File: config.mk
export PLATFORM = sky130hd
export DESIGN_NAME = codec_regs
export DESIGN_NICKNAME = d
export VERILOG_FILES = /design/src/hdl/codec_regs_pkg.sv /design/src/hdl/gain_if.sv /design/src/hdl/gain_calc.sv /design/src/hdl/codec_regs.sv
export VERILOG_INCLUDE_DIRS = /design/src /design/src/hdl
export SDC_FILE = /design/constraint.sdc
export NUM_CORES = 1
export LEC_CHECK = 0
export BUFFER_PORTS_ARGS = -buffer_cell sky130_fd_sc_hd__buf_2
export CORE_AREA = 2 2 117 119
export DETAILED_ROUTE_END_ITERATION = 16
export DIE_AREA = 0 0 119 121
export PLACE_DENSITY = 0.65
export SLEW_MARGIN = 40
export SYNTH_ARGS = -nofsm -noshare
export SYNTH_HDL_FRONTEND = slang
export SYNTH_SLANG_ARGS = --single-unit
File: constraint.sdc
create_clock -name clk_i -period 8 [get_ports clk_i]
set_input_delay 1.6 -clock clk_i [delete_from_list [all_inputs] [get_ports clk_i]]
set_output_delay 1.6 -clock clk_i [all_outputs]
set_load 0.02 [all_outputs]
File: src/hdl/codec_regs_cfg.svh
// constants of the codec gain, time-slot and io pin register bank
// assumes one clock domain and a byte-wide command port in front of it
`ifndef CODEC_REGS_CFG_SVH
`define CODEC_REGS_CFG_SVH

`define CMD_READ        4'ha
`define CMD_WRITE       4'hb

`define ADDR_MODE       4'h0
`define ADDR_TX_COARSE  4'h1
`define ADDR_TX_FINE    4'h2
`define ADDR_RX_COARSE  4'h3
`define ADDR_RX_FINE    4'h4
`define ADDR_RXS        4'h5
`define ADDR_RXD        4'h6
`define ADDR_TXS        4'h7
`define ADDR_TXD        4'h8
`define ADDR_RSVD       4'h9
`define ADDR_GPIO       4'ha

`define GPIO_DIR_LSB    4
`define RESET_FIELD     8'h00
`define READ_ZERO       8'h00

`define COARSE_MAX      5'sh0c
`define COARSE_MIN      5'sh14
`define FINE_MAX        4'h9
`define TENTHS_PER_DB   9'sh00a

`endif

File: src/hdl/codec_regs_pkg.sv
// types shared by the register bank and its gain calculator
// assumes the constants header for all figures
package codec_regs_pkg;
	typedef logic [7:0]        byte_t;
	typedef logic signed [4:0] db_t;
	typedef logic [3:0]        tenth_t;
	typedef logic signed [8:0] gain_t;
	typedef logic [6:0]        slot_t;
	typedef logic [2:0]        delay_t;
	typedef enum logic [1:0] {
		cmd_none,
		cmd_read,
		cmd_write
	} cmd_kind_t;
endpackage

File: src/hdl/gain_if.sv
// carries one gain path between the bank and its calculator
// assumes both ends in the same clock domain
`timescale 1ns/1ps
interface gain_if;
	import codec_regs_pkg::*;
	logic [4:0] coarse;
	tenth_t     fine;
	db_t        coarse_sat;
	tenth_t     fine_sat;
	gain_t      total;
	modport calc (input coarse, input fine, output coarse_sat, output fine_sat, output total);
	modport user (output coarse, output fine, input coarse_sat, input fine_sat, input total);
endinterface

File: src/hdl/gain_calc.sv
// saturates one coarse and one fine gain field and sums them in tenths of a db
// assumes raw fields held in registers by the bank
`timescale 1ns/1ps
`include "codec_regs_cfg.svh"
module gain_calc (
	gain_if.calc g
);
	import codec_regs_pkg::*;

	db_t    c;
	db_t    c_sat;
	tenth_t f_sat;

	always_comb begin
		c = $signed(g.coarse);
		if (c > `COARSE_MAX) begin
			c_sat = `COARSE_MAX;
		end else if (c < `COARSE_MIN) begin
			c_sat = `COARSE_MIN;
		end else begin
			c_sat = c;
		end
		if (g.fine > `FINE_MAX) begin
			f_sat = `FINE_MAX;
		end else begin
			f_sat = g.fine;
		end
	end

	assign g.coarse_sat = c_sat;
	assign g.fine_sat   = f_sat;
	// sum in tenths
	assign g.total = gain_t'(gain_t'(c_sat) * `TENTHS_PER_DB) + gain_t'({5'h00, f_sat});
endmodule // gain_calc

File: src/hdl/codec_regs.sv
// register bank: gains, pcm slot and bit delay selections, io pin control
// assumes commands already deframed into a type/address byte plus data byte
`timescale 1ns/1ps
`include "codec_regs_cfg.svh"
module codec_regs #(
	parameter int IO_PINS = 4
) (
	input  wire logic                  clk_i,
	input  wire logic                  nrst_i,
	input  wire logic                  en_i,
	input  wire logic                  cmd_valid_i,
	input  wire codec_regs_pkg::byte_t cmd_byte_i,
	input  wire codec_regs_pkg::byte_t wr_data_i,
	input  wire logic [IO_PINS-1:0]    io_in_i,
	output codec_regs_pkg::byte_t      rd_data_o,
	output logic                       rd_valid_o,
	output codec_regs_pkg::db_t        tx_gain_db_o,
	output codec_regs_pkg::tenth_t     tx_gain_tenth_o,
	output codec_regs_pkg::gain_t      tx_gain_total_o,
	output codec_regs_pkg::db_t        rx_gain_db_o,
	output codec_regs_pkg::tenth_t     rx_gain_tenth_o,
	output codec_regs_pkg::gain_t      rx_gain_total_o,
	output codec_regs_pkg::slot_t      rx_slot_o,
	output codec_regs_pkg::delay_t     rx_delay_o,
	output codec_regs_pkg::slot_t      tx_slot_o,
	output codec_regs_pkg::delay_t     tx_delay_o,
	output logic [IO_PINS-1:0]         io_out_o,
	output logic [IO_PINS-1:0]         io_oe_n_o
);
	import codec_regs_pkg::*;

	if (IO_PINS != 4) begin : g_pins_check
		$error("io pin control register holds exactly four pins");
	end

	// field registers
	logic [4:0]         tx_gain_coarse_field_q;
	logic [4:0]         tx_gain_coarse_field_d;
	tenth_t             tx_gain_fine_field_q;
	tenth_t             tx_gain_fine_field_d;
	logic [4:0]         rx_gain_coarse_field_q;
	logic [4:0]         rx_gain_coarse_field_d;
	tenth_t             rx_gain_fine_field_q;
	tenth_t             rx_gain_fine_field_d;
	slot_t              rx_slot_field_q;
	slot_t              rx_slot_field_d;
	delay_t             rx_delay_field_q;
	delay_t             rx_delay_field_d;
	slot_t              tx_slot_field_q;
	slot_t              tx_slot_field_d;
	delay_t             tx_delay_field_q;
	delay_t             tx_delay_field_d;
	logic [IO_PINS-1:0] io_dir_q;
	logic [IO_PINS-1:0] io_dir_d;
	logic [IO_PINS-1:0] io_data_q;
	logic [IO_PINS-1:0] io_data_d;

	// read answer and output registers
	byte_t              rd_data_q;
	byte_t              rd_data_d;
	logic               rd_valid_q;
	logic               rd_valid_d;
	db_t                tx_db_q;
	db_t                tx_db_d;
	tenth_t             tx_tenth_q;
	tenth_t             tx_tenth_d;
	gain_t              tx_total_q;
	gain_t              tx_total_d;
	db_t                rx_db_q;
	db_t                rx_db_d;
	tenth_t             rx_tenth_q;
	tenth_t             rx_tenth_d;
	gain_t              rx_total_q;
	gain_t              rx_total_d;
	slot_t              rx_slot_q;
	slot_t              rx_slot_d;
	delay_t             rx_delay_q;
	delay_t             rx_delay_d;
	slot_t              tx_slot_q;
	slot_t              tx_slot_d;
	delay_t             tx_delay_q;
	delay_t             tx_delay_d;
	logic [IO_PINS-1:0] io_out_q;
	logic [IO_PINS-1:0] io_out_d;
	logic [IO_PINS-1:0] io_oe_n_q;
	logic [IO_PINS-1:0] io_oe_n_d;

	cmd_kind_t          cmd_kind;
	logic [3:0]         cmd_addr;
	logic [IO_PINS-1:0] io_view;

	gain_if tx_g ();
	gain_if rx_g ();

	assign tx_g.coarse = tx_gain_coarse_field_q;
	assign tx_g.fine   = tx_gain_fine_field_q;
	assign rx_g.coarse = rx_gain_coarse_field_q;
	assign rx_g.fine   = rx_gain_fine_field_q;

	gain_calc u_tx_gain (
		.g (tx_g.calc)
	);

	gain_calc u_rx_gain (
		.g (rx_g.calc)
	);

	// command type nibble then address nibble
	always_comb begin
		cmd_addr = cmd_byte_i[3:0];
		cmd_kind = cmd_none;
		if (en_i && cmd_valid_i) begin
			if (cmd_byte_i[7:4] == `CMD_READ) begin
				cmd_kind = cmd_read;
			end else if (cmd_byte_i[7:4] == `CMD_WRITE) begin
				cmd_kind = cmd_write;
			end
		end
	end

	// inputs show live level, outputs the last written bit
	assign io_view = (io_data_q & io_dir_q) | (io_in_i & ~io_dir_q);

	// field register writes
	always_comb begin
		tx_gain_coarse_field_d = tx_gain_coarse_field_q;
		tx_gain_fine_field_d   = tx_gain_fine_field_q;
		rx_gain_coarse_field_d = rx_gain_coarse_field_q;
		rx_gain_fine_field_d   = rx_gain_fine_field_q;
		rx_slot_field_d        = rx_slot_field_q;
		rx_delay_field_d       = rx_delay_field_q;
		tx_slot_field_d        = tx_slot_field_q;
		tx_delay_field_d       = tx_delay_field_q;
		io_dir_d               = io_dir_q;
		io_data_d              = io_data_q;
		if (cmd_kind == cmd_write) begin
			// unused upper bits are dropped
			if (cmd_addr == `ADDR_TX_COARSE) begin
				tx_gain_coarse_field_d = wr_data_i[4:0];
			end else if (cmd_addr == `ADDR_TX_FINE) begin
				tx_gain_fine_field_d = wr_data_i[3:0];
			end else if (cmd_addr == `ADDR_RX_COARSE) begin
				rx_gain_coarse_field_d = wr_data_i[4:0];
			end else if (cmd_addr == `ADDR_RX_FINE) begin
				rx_gain_fine_field_d = wr_data_i[3:0];
			end else if (cmd_addr == `ADDR_RXS) begin
				rx_slot_field_d = wr_data_i[6:0];
			end else if (cmd_addr == `ADDR_RXD) begin
				rx_delay_field_d = wr_data_i[2:0];
			end else if (cmd_addr == `ADDR_TXS) begin
				tx_slot_field_d = wr_data_i[6:0];
			end else if (cmd_addr == `ADDR_TXD) begin
				tx_delay_field_d = wr_data_i[2:0];
			end else if (cmd_addr == `ADDR_GPIO) begin
				io_dir_d = wr_data_i[`GPIO_DIR_LSB +: IO_PINS];
				for (int i = 0; i < IO_PINS; i++) begin
					if (wr_data_i[`GPIO_DIR_LSB + i]) begin
						io_data_d[i] = wr_data_i[i];
					end
				end
			end
			// reserved and mode addresses ignore writes here
		end
	end

	always_ff @(posedge clk_i or negedge nrst_i) begin
		if (!nrst_i) begin
			tx_gain_coarse_field_q <= 5'h00;
			tx_gain_fine_field_q   <= 4'h0;
			rx_gain_coarse_field_q <= 5'h00;
			rx_gain_fine_field_q   <= 4'h0;
			rx_slot_field_q        <= 7'h00;
			rx_delay_field_q       <= 3'h0;
			tx_slot_field_q        <= 7'h00;
			tx_delay_field_q       <= 3'h0;
			io_dir_q               <= '0;
			io_data_q              <= '0;
		end else begin
			tx_gain_coarse_field_q <= tx_gain_coarse_field_d;
			tx_gain_fine_field_q   <= tx_gain_fine_field_d;
			rx_gain_coarse_field_q <= rx_gain_coarse_field_d;
			rx_gain_fine_field_q   <= rx_gain_fine_field_d;
			rx_slot_field_q        <= rx_slot_field_d;
			rx_delay_field_q       <= rx_delay_field_d;
			tx_slot_field_q        <= tx_slot_field_d;
			tx_delay_field_q       <= tx_delay_field_d;
			io_dir_q               <= io_dir_d;
			io_data_q              <= io_data_d;
		end
	end

	// read answer
	always_comb begin
		rd_valid_d = en_i ? 1'b0 : rd_valid_q;
		rd_data_d  = rd_data_q;
		if (cmd_kind == cmd_read) begin
			rd_valid_d = 1'b1;
			rd_data_d  = `READ_ZERO;
			if (cmd_addr == `ADDR_TX_COARSE) begin
				rd_data_d[4:0] = tx_gain_coarse_field_q;
			end else if (cmd_addr == `ADDR_TX_FINE) begin
				rd_data_d[3:0] = tx_gain_fine_field_q;
			end else if (cmd_addr == `ADDR_RX_COARSE) begin
				rd_data_d[4:0] = rx_gain_coarse_field_q;
			end else if (cmd_addr == `ADDR_RX_FINE) begin
				rd_data_d[3:0] = rx_gain_fine_field_q;
			end else if (cmd_addr == `ADDR_RXS) begin
				rd_data_d[6:0] = rx_slot_field_q;
			end else if (cmd_addr == `ADDR_RXD) begin
				rd_data_d[2:0] = rx_delay_field_q;
			end else if (cmd_addr == `ADDR_TXS) begin
				rd_data_d[6:0] = tx_slot_field_q;
			end else if (cmd_addr == `ADDR_TXD) begin
				rd_data_d[2:0] = tx_delay_field_q;
			end else if (cmd_addr == `ADDR_GPIO) begin
				rd_data_d = {io_dir_q, io_view};
			end
		end
	end

	// outputs to the analog gain stages, pcm framer and pins
	always_comb begin
		tx_db_d    = tx_db_q;
		tx_tenth_d = tx_tenth_q;
		tx_total_d = tx_total_q;
		rx_db_d    = rx_db_q;
		rx_tenth_d = rx_tenth_q;
		rx_total_d = rx_total_q;
		rx_slot_d  = rx_slot_q;
		rx_delay_d = rx_delay_q;
		tx_slot_d  = tx_slot_q;
		tx_delay_d = tx_delay_q;
		io_out_d   = io_out_q;
		io_oe_n_d  = io_oe_n_q;
		if (en_i) begin
			tx_db_d    = tx_g.coarse_sat;
			tx_tenth_d = tx_g.fine_sat;
			tx_total_d = tx_g.total;
			rx_db_d    = rx_g.coarse_sat;
			rx_tenth_d = rx_g.fine_sat;
			rx_total_d = rx_g.total;
			rx_slot_d  = rx_slot_field_q;
			rx_delay_d = rx_delay_field_q;
			tx_slot_d  = tx_slot_field_q;
			tx_delay_d = tx_delay_field_q;
			io_out_d   = io_data_q;
			io_oe_n_d  = ~io_dir_q;
		end
	end

	always_ff @(posedge clk_i or negedge nrst_i) begin
		if (!nrst_i) begin
			rd_data_q  <= `READ_ZERO;
			rd_valid_q <= 1'b0;
			tx_db_q    <= 5'sh00;
			tx_tenth_q <= 4'h0;
			tx_total_q <= 9'sh000;
			rx_db_q    <= 5'sh00;
			rx_tenth_q <= 4'h0;
			rx_total_q <= 9'sh000;
			rx_slot_q  <= 7'h00;
			rx_delay_q <= 3'h0;
			tx_slot_q  <= 7'h00;
			tx_delay_q <= 3'h0;
			io_out_q   <= '0;
			io_oe_n_q  <= '1;
		end else begin
			rd_data_q  <= rd_data_d;
			rd_valid_q <= rd_valid_d;
			tx_db_q    <= tx_db_d;
			tx_tenth_q <= tx_tenth_d;
			tx_total_q <= tx_total_d;
			rx_db_q    <= rx_db_d;
			rx_tenth_q <= rx_tenth_d;
			rx_total_q <= rx_total_d;
			rx_slot_q  <= rx_slot_d;
			rx_delay_q <= rx_delay_d;
			tx_slot_q  <= tx_slot_d;
			tx_delay_q <= tx_delay_d;
			io_out_q   <= io_out_d;
			io_oe_n_q  <= io_oe_n_d;
		end
	end

	assign rd_data_o       = rd_data_q;
	assign rd_valid_o      = rd_valid_q;
	assign tx_gain_db_o    = tx_db_q;
	assign tx_gain_tenth_o = tx_tenth_q;
	assign tx_gain_total_o = tx_total_q;
	assign rx_gain_db_o    = rx_db_q;
	assign rx_gain_tenth_o = rx_tenth_q;
	assign rx_gain_total_o = rx_total_q;
	assign rx_slot_o       = rx_slot_q;
	assign rx_delay_o      = rx_delay_q;
	assign tx_slot_o       = tx_slot_q;
	assign tx_delay_o      = tx_delay_q;
	assign io_out_o        = io_out_q;
	assign io_oe_n_o       = io_oe_n_q;
endmodule // codec_regs

# [Yosys cells after proc, flatten, opt, wreduce, memory -nomap -nowiden]
# Cells that the tools add are included.
[word_totals] register_bits=119 out_inout_bits=73 input_bits=24 word_cells=123
[classes] mux=46 magnitude_cmp=6 n_addsub=2 mul=2 bitwise_logic=12 eq_ne=13 reduce_logical=15
[ops] cell="$mux 7" n=14
[ops] cell="$mux 5" n=14
[ops] cell="$reduce_and 11->1" n=4
[ops] cell="$mux 4" n=6
[ops] cell="$add 9x5->9" n=2
[ops] cell="$eq 4x3->1 const B" n=4
[ops] cell="$eq 4x4->1 const B" n=4
[ops] cell="$mul 5x4->8 const B" n=2
[ops] cell="$mux 3" n=4
[ops] cell="$gt 5x5->1 const B" n=2
[ops] cell="$lt 5x5->1 const B" n=2
[ops] cell="$reduce_and 10->1" n=1
[ops] cell="$reduce_and 9->1" n=1
[ops] cell="$and 4x4->4" n=2
[ops] cell="$eq 4x2->1 const B" n=2
[ops] cell="$gt 4x4->1 const B" n=2
[ops] cell="$mux 8" n=1
[ops] cell="$not 1->1" n=8
[ops] cell="$reduce_and 8->1" n=1
[ops] cell="$reduce_and 7->1" n=1
[ops] cell="$mux 2" n=3
[ops] cell="$reduce_and 6->1" n=1
[ops] cell="$reduce_and 5->1" n=1
[ops] cell="$eq 4x1->1 const B" n=1
[ops] cell="other kinds (10)" n=13

# [Depth between registers and ports, before layout]
[depth] word_depth=30 ltp_mapped=13 depth_no_buf=13

# [By module]
# From an unflattened synthesis, not the netlist that was laid out.
[hier_totals] cells_unflattened=503 hier_area_um2=6188.4
[modules_own_cells] module="codec_regs" cells_each=381 instances=1 seq_area_each_um2=2982.9 area_each_um2=5228.8
[modules_own_cells] module="gain_calc at u_tx_gain" cells_each=62 instances=1 seq_area_each_um2=0.0 area_each_um2=486.7
[modules_own_cells] module="gain_calc at u_rx_gain" cells_each=60 instances=1 seq_area_each_um2=0.0 area_each_um2=473.0

# [Least setup slack after synthesis]
# Ideal clock, no wire load.
[synth_path] kind="reg2reg" startpoint="register tx_gain_coarse_field_q[3], in the netlist tx_g.coarse[3]" endpoint="register tx_total_q[8], in the netlist tx_gain_total_o[8]" stages_incl_launch_ff=11 setup_time_ps=82 required_time_ps=7918 t_arrival_ps=3217 n_path_buf=0 slack_ps=4701 period_less_slack_ps=3299 cell_sequence="dfrtp_1 -> o21ai_0 -> ha_1 -> nor3_1 -> ha_1 -> ha_1 -> fa_1 -> nand2_1 -> or3b_1 -> or3_1 -> a31oi_1"
[synth_via] elab_chain_cells=5 elab_cells_between_ends=6 cone_classes="1 x add/sub; 1 x mul; 2 x order compare; 2 x mux"
[synth_rtl] item="from (decl)" line="codec_regs.sv:37" source="logic [4:0] tx_gain_coarse_field_q;"
[synth_rtl] item="from (signal assigned)" line="codec_regs.sv:179" source="tx_gain_coarse_field_q <= tx_gain_coarse_field_d;"
[synth_rtl] item="$lt 5x5->1 (no line)"
[synth_rtl] item="$mux 5" line="gain_calc.sv:18" source="end else if (c < `COARSE_MIN) begin"
[synth_rtl] item="$mux 5 (*)" line="gain_calc.sv:16" source="if (c > `COARSE_MAX) begin"
[synth_rtl] item="named net tx_g.coarse_sat[1]" line="gain_if.sv:8" source="db_t coarse_sat;"
[synth_rtl] item="$mul 5x4->8 (no line) (*)"
[synth_rtl] item="$add 9x5->9 (*)" line="gain_calc.sv:33" source="assign g.total = gain_t'(gain_t'(c_sat) * `TENTHS_PER_DB) + gain_t'({5'h00, f_sat});"
[synth_rtl] item="to (signal assigned)" line="codec_regs.sv:272" source="tx_total_q <= tx_total_d;"
[synth_rtl] item="to (decl)" line="codec_regs.sv:67" source="gain_t tx_total_q;"
# Mark *: on every way through the listed nets, which the timed path passes. The rest lies on a longest branch.
# A chain may end at the register's enable or synchronous reset.

# [Worst setup path after layout]
[layout_path] startpoint="register tx_gain_coarse_field_q[4], in the netlist tx_g.coarse[4]" endpoint="register tx_total_q[8], in the netlist tx_gain_total_o[8]"
# The elaborated chain is that of the path after synthesis.

==> flow_metrics.py <==
metrics = {
    "critical_path": {
        "crit_cells": 10,
        "critPathCapture": "tx_gain_total_o[8]",
        "r2r_start": "tx_g.coarse[4]",
        "startpoint": "tx_g.coarse[4]",
        "worstSetupPathType": "flip-flop to flip-flop",
        "start_kind": "flip-flop",
        "cpMaxStageDelayCell": "nor3_1",
        "worst-path-max-fanout": 7,
        "worstRegToRegCells": 10,
        "crit_required_ns": 8.33,
        "crit_top_cell": "ha_1",
        "cpLargestDelayFamily": "adder cells",
        "crit_path_end_kind": "flip-flop",
        "reg2reg_slack_ns": 4.31,
        "crit_chain": "o21ai_0 > ha_1 > nor3_1 > ha_1 > ha_1 > fa_1 > nand2_1 > or3b_1 > or3_1 > a31oi_1",
        "crit_arrival_ns": 4.02,
        "reg2reg_to": "tx_gain_total_o[8]",
        "critPathMaxStageDelay_ns": 0.58,
        "crit_buf_inv": 0,
    },
    "power": {
        "vdd_ir_drop_max_uv": 139,
        "power_uw": 1570,
        "p_leak_uw": 0.00355,
        "p_per_area_nw_per_um2": 224,
    },
    "synth": {
        "synth.largest_area_cell": "dfrtp_1",
        "synth_top_area_share_pct": 48.5,
        "async_reset_ff_share_pct": 100,
        "synth.area.top_cells": "dfrtp_1 48%, mux2_2 17%, ha_1 3.9%",
        "yosysMostFrequentCell": "dfrtp_1",
        "syn_area_um2": 5830,
        "avgSynthCellArea_um2": 11.7,
        "syn_nets": 545,
        "netlist_top_cells_count": "113 x dfrtp_1, 90 x mux2_2, 33 x nor2_1, 27 x nand2_1, 25 x o21ai_0",
        "synthDistinctLibCells": 61,
        "synthFlopType": "dfrtp_1",
        "synth_edf_count": 0,
        "yosys_warnings": 0,
        "ys_ff_latch": 117,
        "synth_seq_area_share_pct": 50.3,
        "synth_cells": 500,
    },
    "sta": {
        "worst_slew_pin_slew_ns": 0.677,
        "max-slew-margin-rel_pct": 54.5,
        "slew_violations": 0,
        "fin_ws_ns": 4.31,
        "skew_ns": 0.00844,
        "rsz0062_at_grt": "false",
        "setup-tns-final_ns": 0,
        "min_period_over_period_pct": 46.1,
        "setup_viol": 0,
        "min_period_ns": 3.69,
        "hold_viol": 0,
        "fmax_mhz": 271,
    },
    "routing": {
        "wl_um": 13300,
        "drt-initial-drc-count": 289,
        "via_per_inst": 5.31,
        "ant_nets": 0,
        "via_count": 4165,
        "first_pass_iters": 4,
        "drc": 0,
        "wl_per_cell_um": 17.0,
    },
    "clocking": {
        "path_clk_slew_ns": 0.05,
        "cts_sinks": 117,
        "cts_buffers": 17,
        "cts_root_buf": "clkbuf_16",
        "clkLatencyLatePin_ns": 0.41,
        "htreeDepth": 4,
        "clk_path_buf_depth": 2,
        "cts_resized": 0,
        "postCtsHoldBufs": 0,
        "post-cts-setup-buffers": 0,
        "cts_tree": "built",
    },
    "min_path": {
        "hp-class": "flip-flop to flip-flop",
        "hold_depth": 1,
        "hp-start": "rd_valid_o",
    },
    "grt": {
        "gr-usage-all-layers_pct": 20.0,
        "antenna_found_initial": 0,
        "grt_start_max_net_pins": 75,
        "grt_first_pass_wirelength_um": 22100,
        "grt_pass1_vias": 4293,
        "gr-total-overflow": 0,
    },
    "place": {
        "gp_congestion": 0.869,
        "port_buffers": 96,
        "dp_slack_ns": 4.31,
        "post-dp-hpwl_um": 9560,
    },
    "cells_and_area": {
        "diodes": 0,
        "fillers": 1189,
        "drive_gt1_share_pct": 38.3,
        "regArea_um2": 2930,
        "nNetsFinal": 641,
        "syn_to_final_growth_pct": 20.5,
        "multi_input_area_um2": 2720,
    },
    "floorplan": {
        "core.rowCount": 42,
        "die_x_um": 119,
        "io_pins": 97,
        "floorplan.core_area_um2": 13100,
        "fp.dieArea_um2": 14400,
        "die_h_um": 121,
        "initial_core_util_pct": 44.6,
    },
    "run": {
        "max-cap-violations": 0,
    },
    "outcome": {
        "status": "completed",
    },
}
==> logic make-up after synthesis <==
group,Yosys count,share of synthesized area (%)
flops,117,50.3
simple gates,116,10.9
compound gates,95,10.4
mux,93,17.9
buf+inv,41,3.05
fa+ha+maj,21,4.89
xor+xnor,17,2.55
==> cell usage in the layout, fill, tap and decap left out, types with 4 or more instances in the layout <==
master,instances
a21o_1,6
a21oi_1,23
a22oi_1,5
a31oi_1,9
buf_2,95
clkbuf_16,17
clkbuf_8,5
clkinv_2,8
dfrtp_1,113
dfstp_2,4
ha_1,18
inv_1,19
mux2_2,90
nand2_1,27
nand2b_1,9
nand3_1,4
nor2_1,33
nor2b_1,9
nor3_1,9
o21ai_0,25
or3_1,4
xnor2_1,12
xor2_1,5
==> final cells by class <==
class / instances / area share (%)
clock buffer: 22 / 7.03
clock inverter: 10 / 1.10
inverter: 20 / 1.07
multi-input combinational: 342 / 38.7
sequential: 117 / 41.7
tap: 176 / 3.13
timing repair buffer: 98 / 7.19
==> metal layers <==
layer	GRT usage, %	wire length (um)	vias to the layer above
li1	-	-	1995
met1	26.2	6060	2049
met2	32.1	6470	110
met3	5.87	619	11
met4	6.40	166	0
met5	0	0	-
==> worst reg2reg max path, cell delays in order, from the launching register on <==
cell and delay, ns:
dfrtp_1 0.45, o21ai_0 0.13, ha_1 0.35, nor3_1 0.58, ha_1 0.36, ha_1 0.23
fa_1 0.54, nand2_1 0.09, or3b_1 0.42, or3_1 0.32, a31oi_1 0.17
==> through the flow <==
step | utilization [%] | instance area (um^2) | std cells | hold WS, ns
6_report | 53.7 | 7030 | 785 | 0.475
5_1_grt | 53.7 | 7030 | 785 | 0.513
4_1_cts | 53.6 | 7020 | 785 | 0.477
3_5_place_dp | 49.3 | 6450 | 753 | 0.466
3_3_place_gp | 49.3 | 6450 | 753 | 0.463
2_1_floorplan | - | 5830 | 500 | 0.468
==> worst min path at each step <==
| stage | to | slack (ns) |
|---|---|---|
| finish | rd_valid_o | 0.48 |
| global route | rx_gain_db_o[4] | 0.51 |
| detailed placement | rd_valid_o | 0.47 |
| CTS | rd_valid_o | 0.48 |
| global placement | rd_valid_o | 0.46 |
| floorplan | io_oe_n_o[3] | 0.47 |
==> flip-flops by register name, summed over array words and instances (netlist names), 4 cells and up <==
register,cells
rx_g.fine,4
io_dir_q,4
io_out_o,4
tx_gain_tenth_o,4
rd_data_o,8
tx_gain_db_o,5
io_oe_n_o,4
rx_gain_total_o,8
tx_g.fine,4
rx_slot_o,7
tx_slot_field_q,7
io_data_q,4
tx_slot_o,7
tx_gain_total_o,8
tx_g.coarse,5
rx_gain_tenth_o,4
rx_gain_db_o,5
rx_g.coarse,5
rx_slot_field_q,7
==> power breakdown <==
part | internal, uW | total, uW | switching, uW | leakage, uW
Combinational | 79.0 | 206 | 127 | 0.00175
Sequential | 627 | 649 | 21.7 | 0.00151
Clock | 463 | 718 | 255 | 0.000291
(Power assumes the default switching activity.)
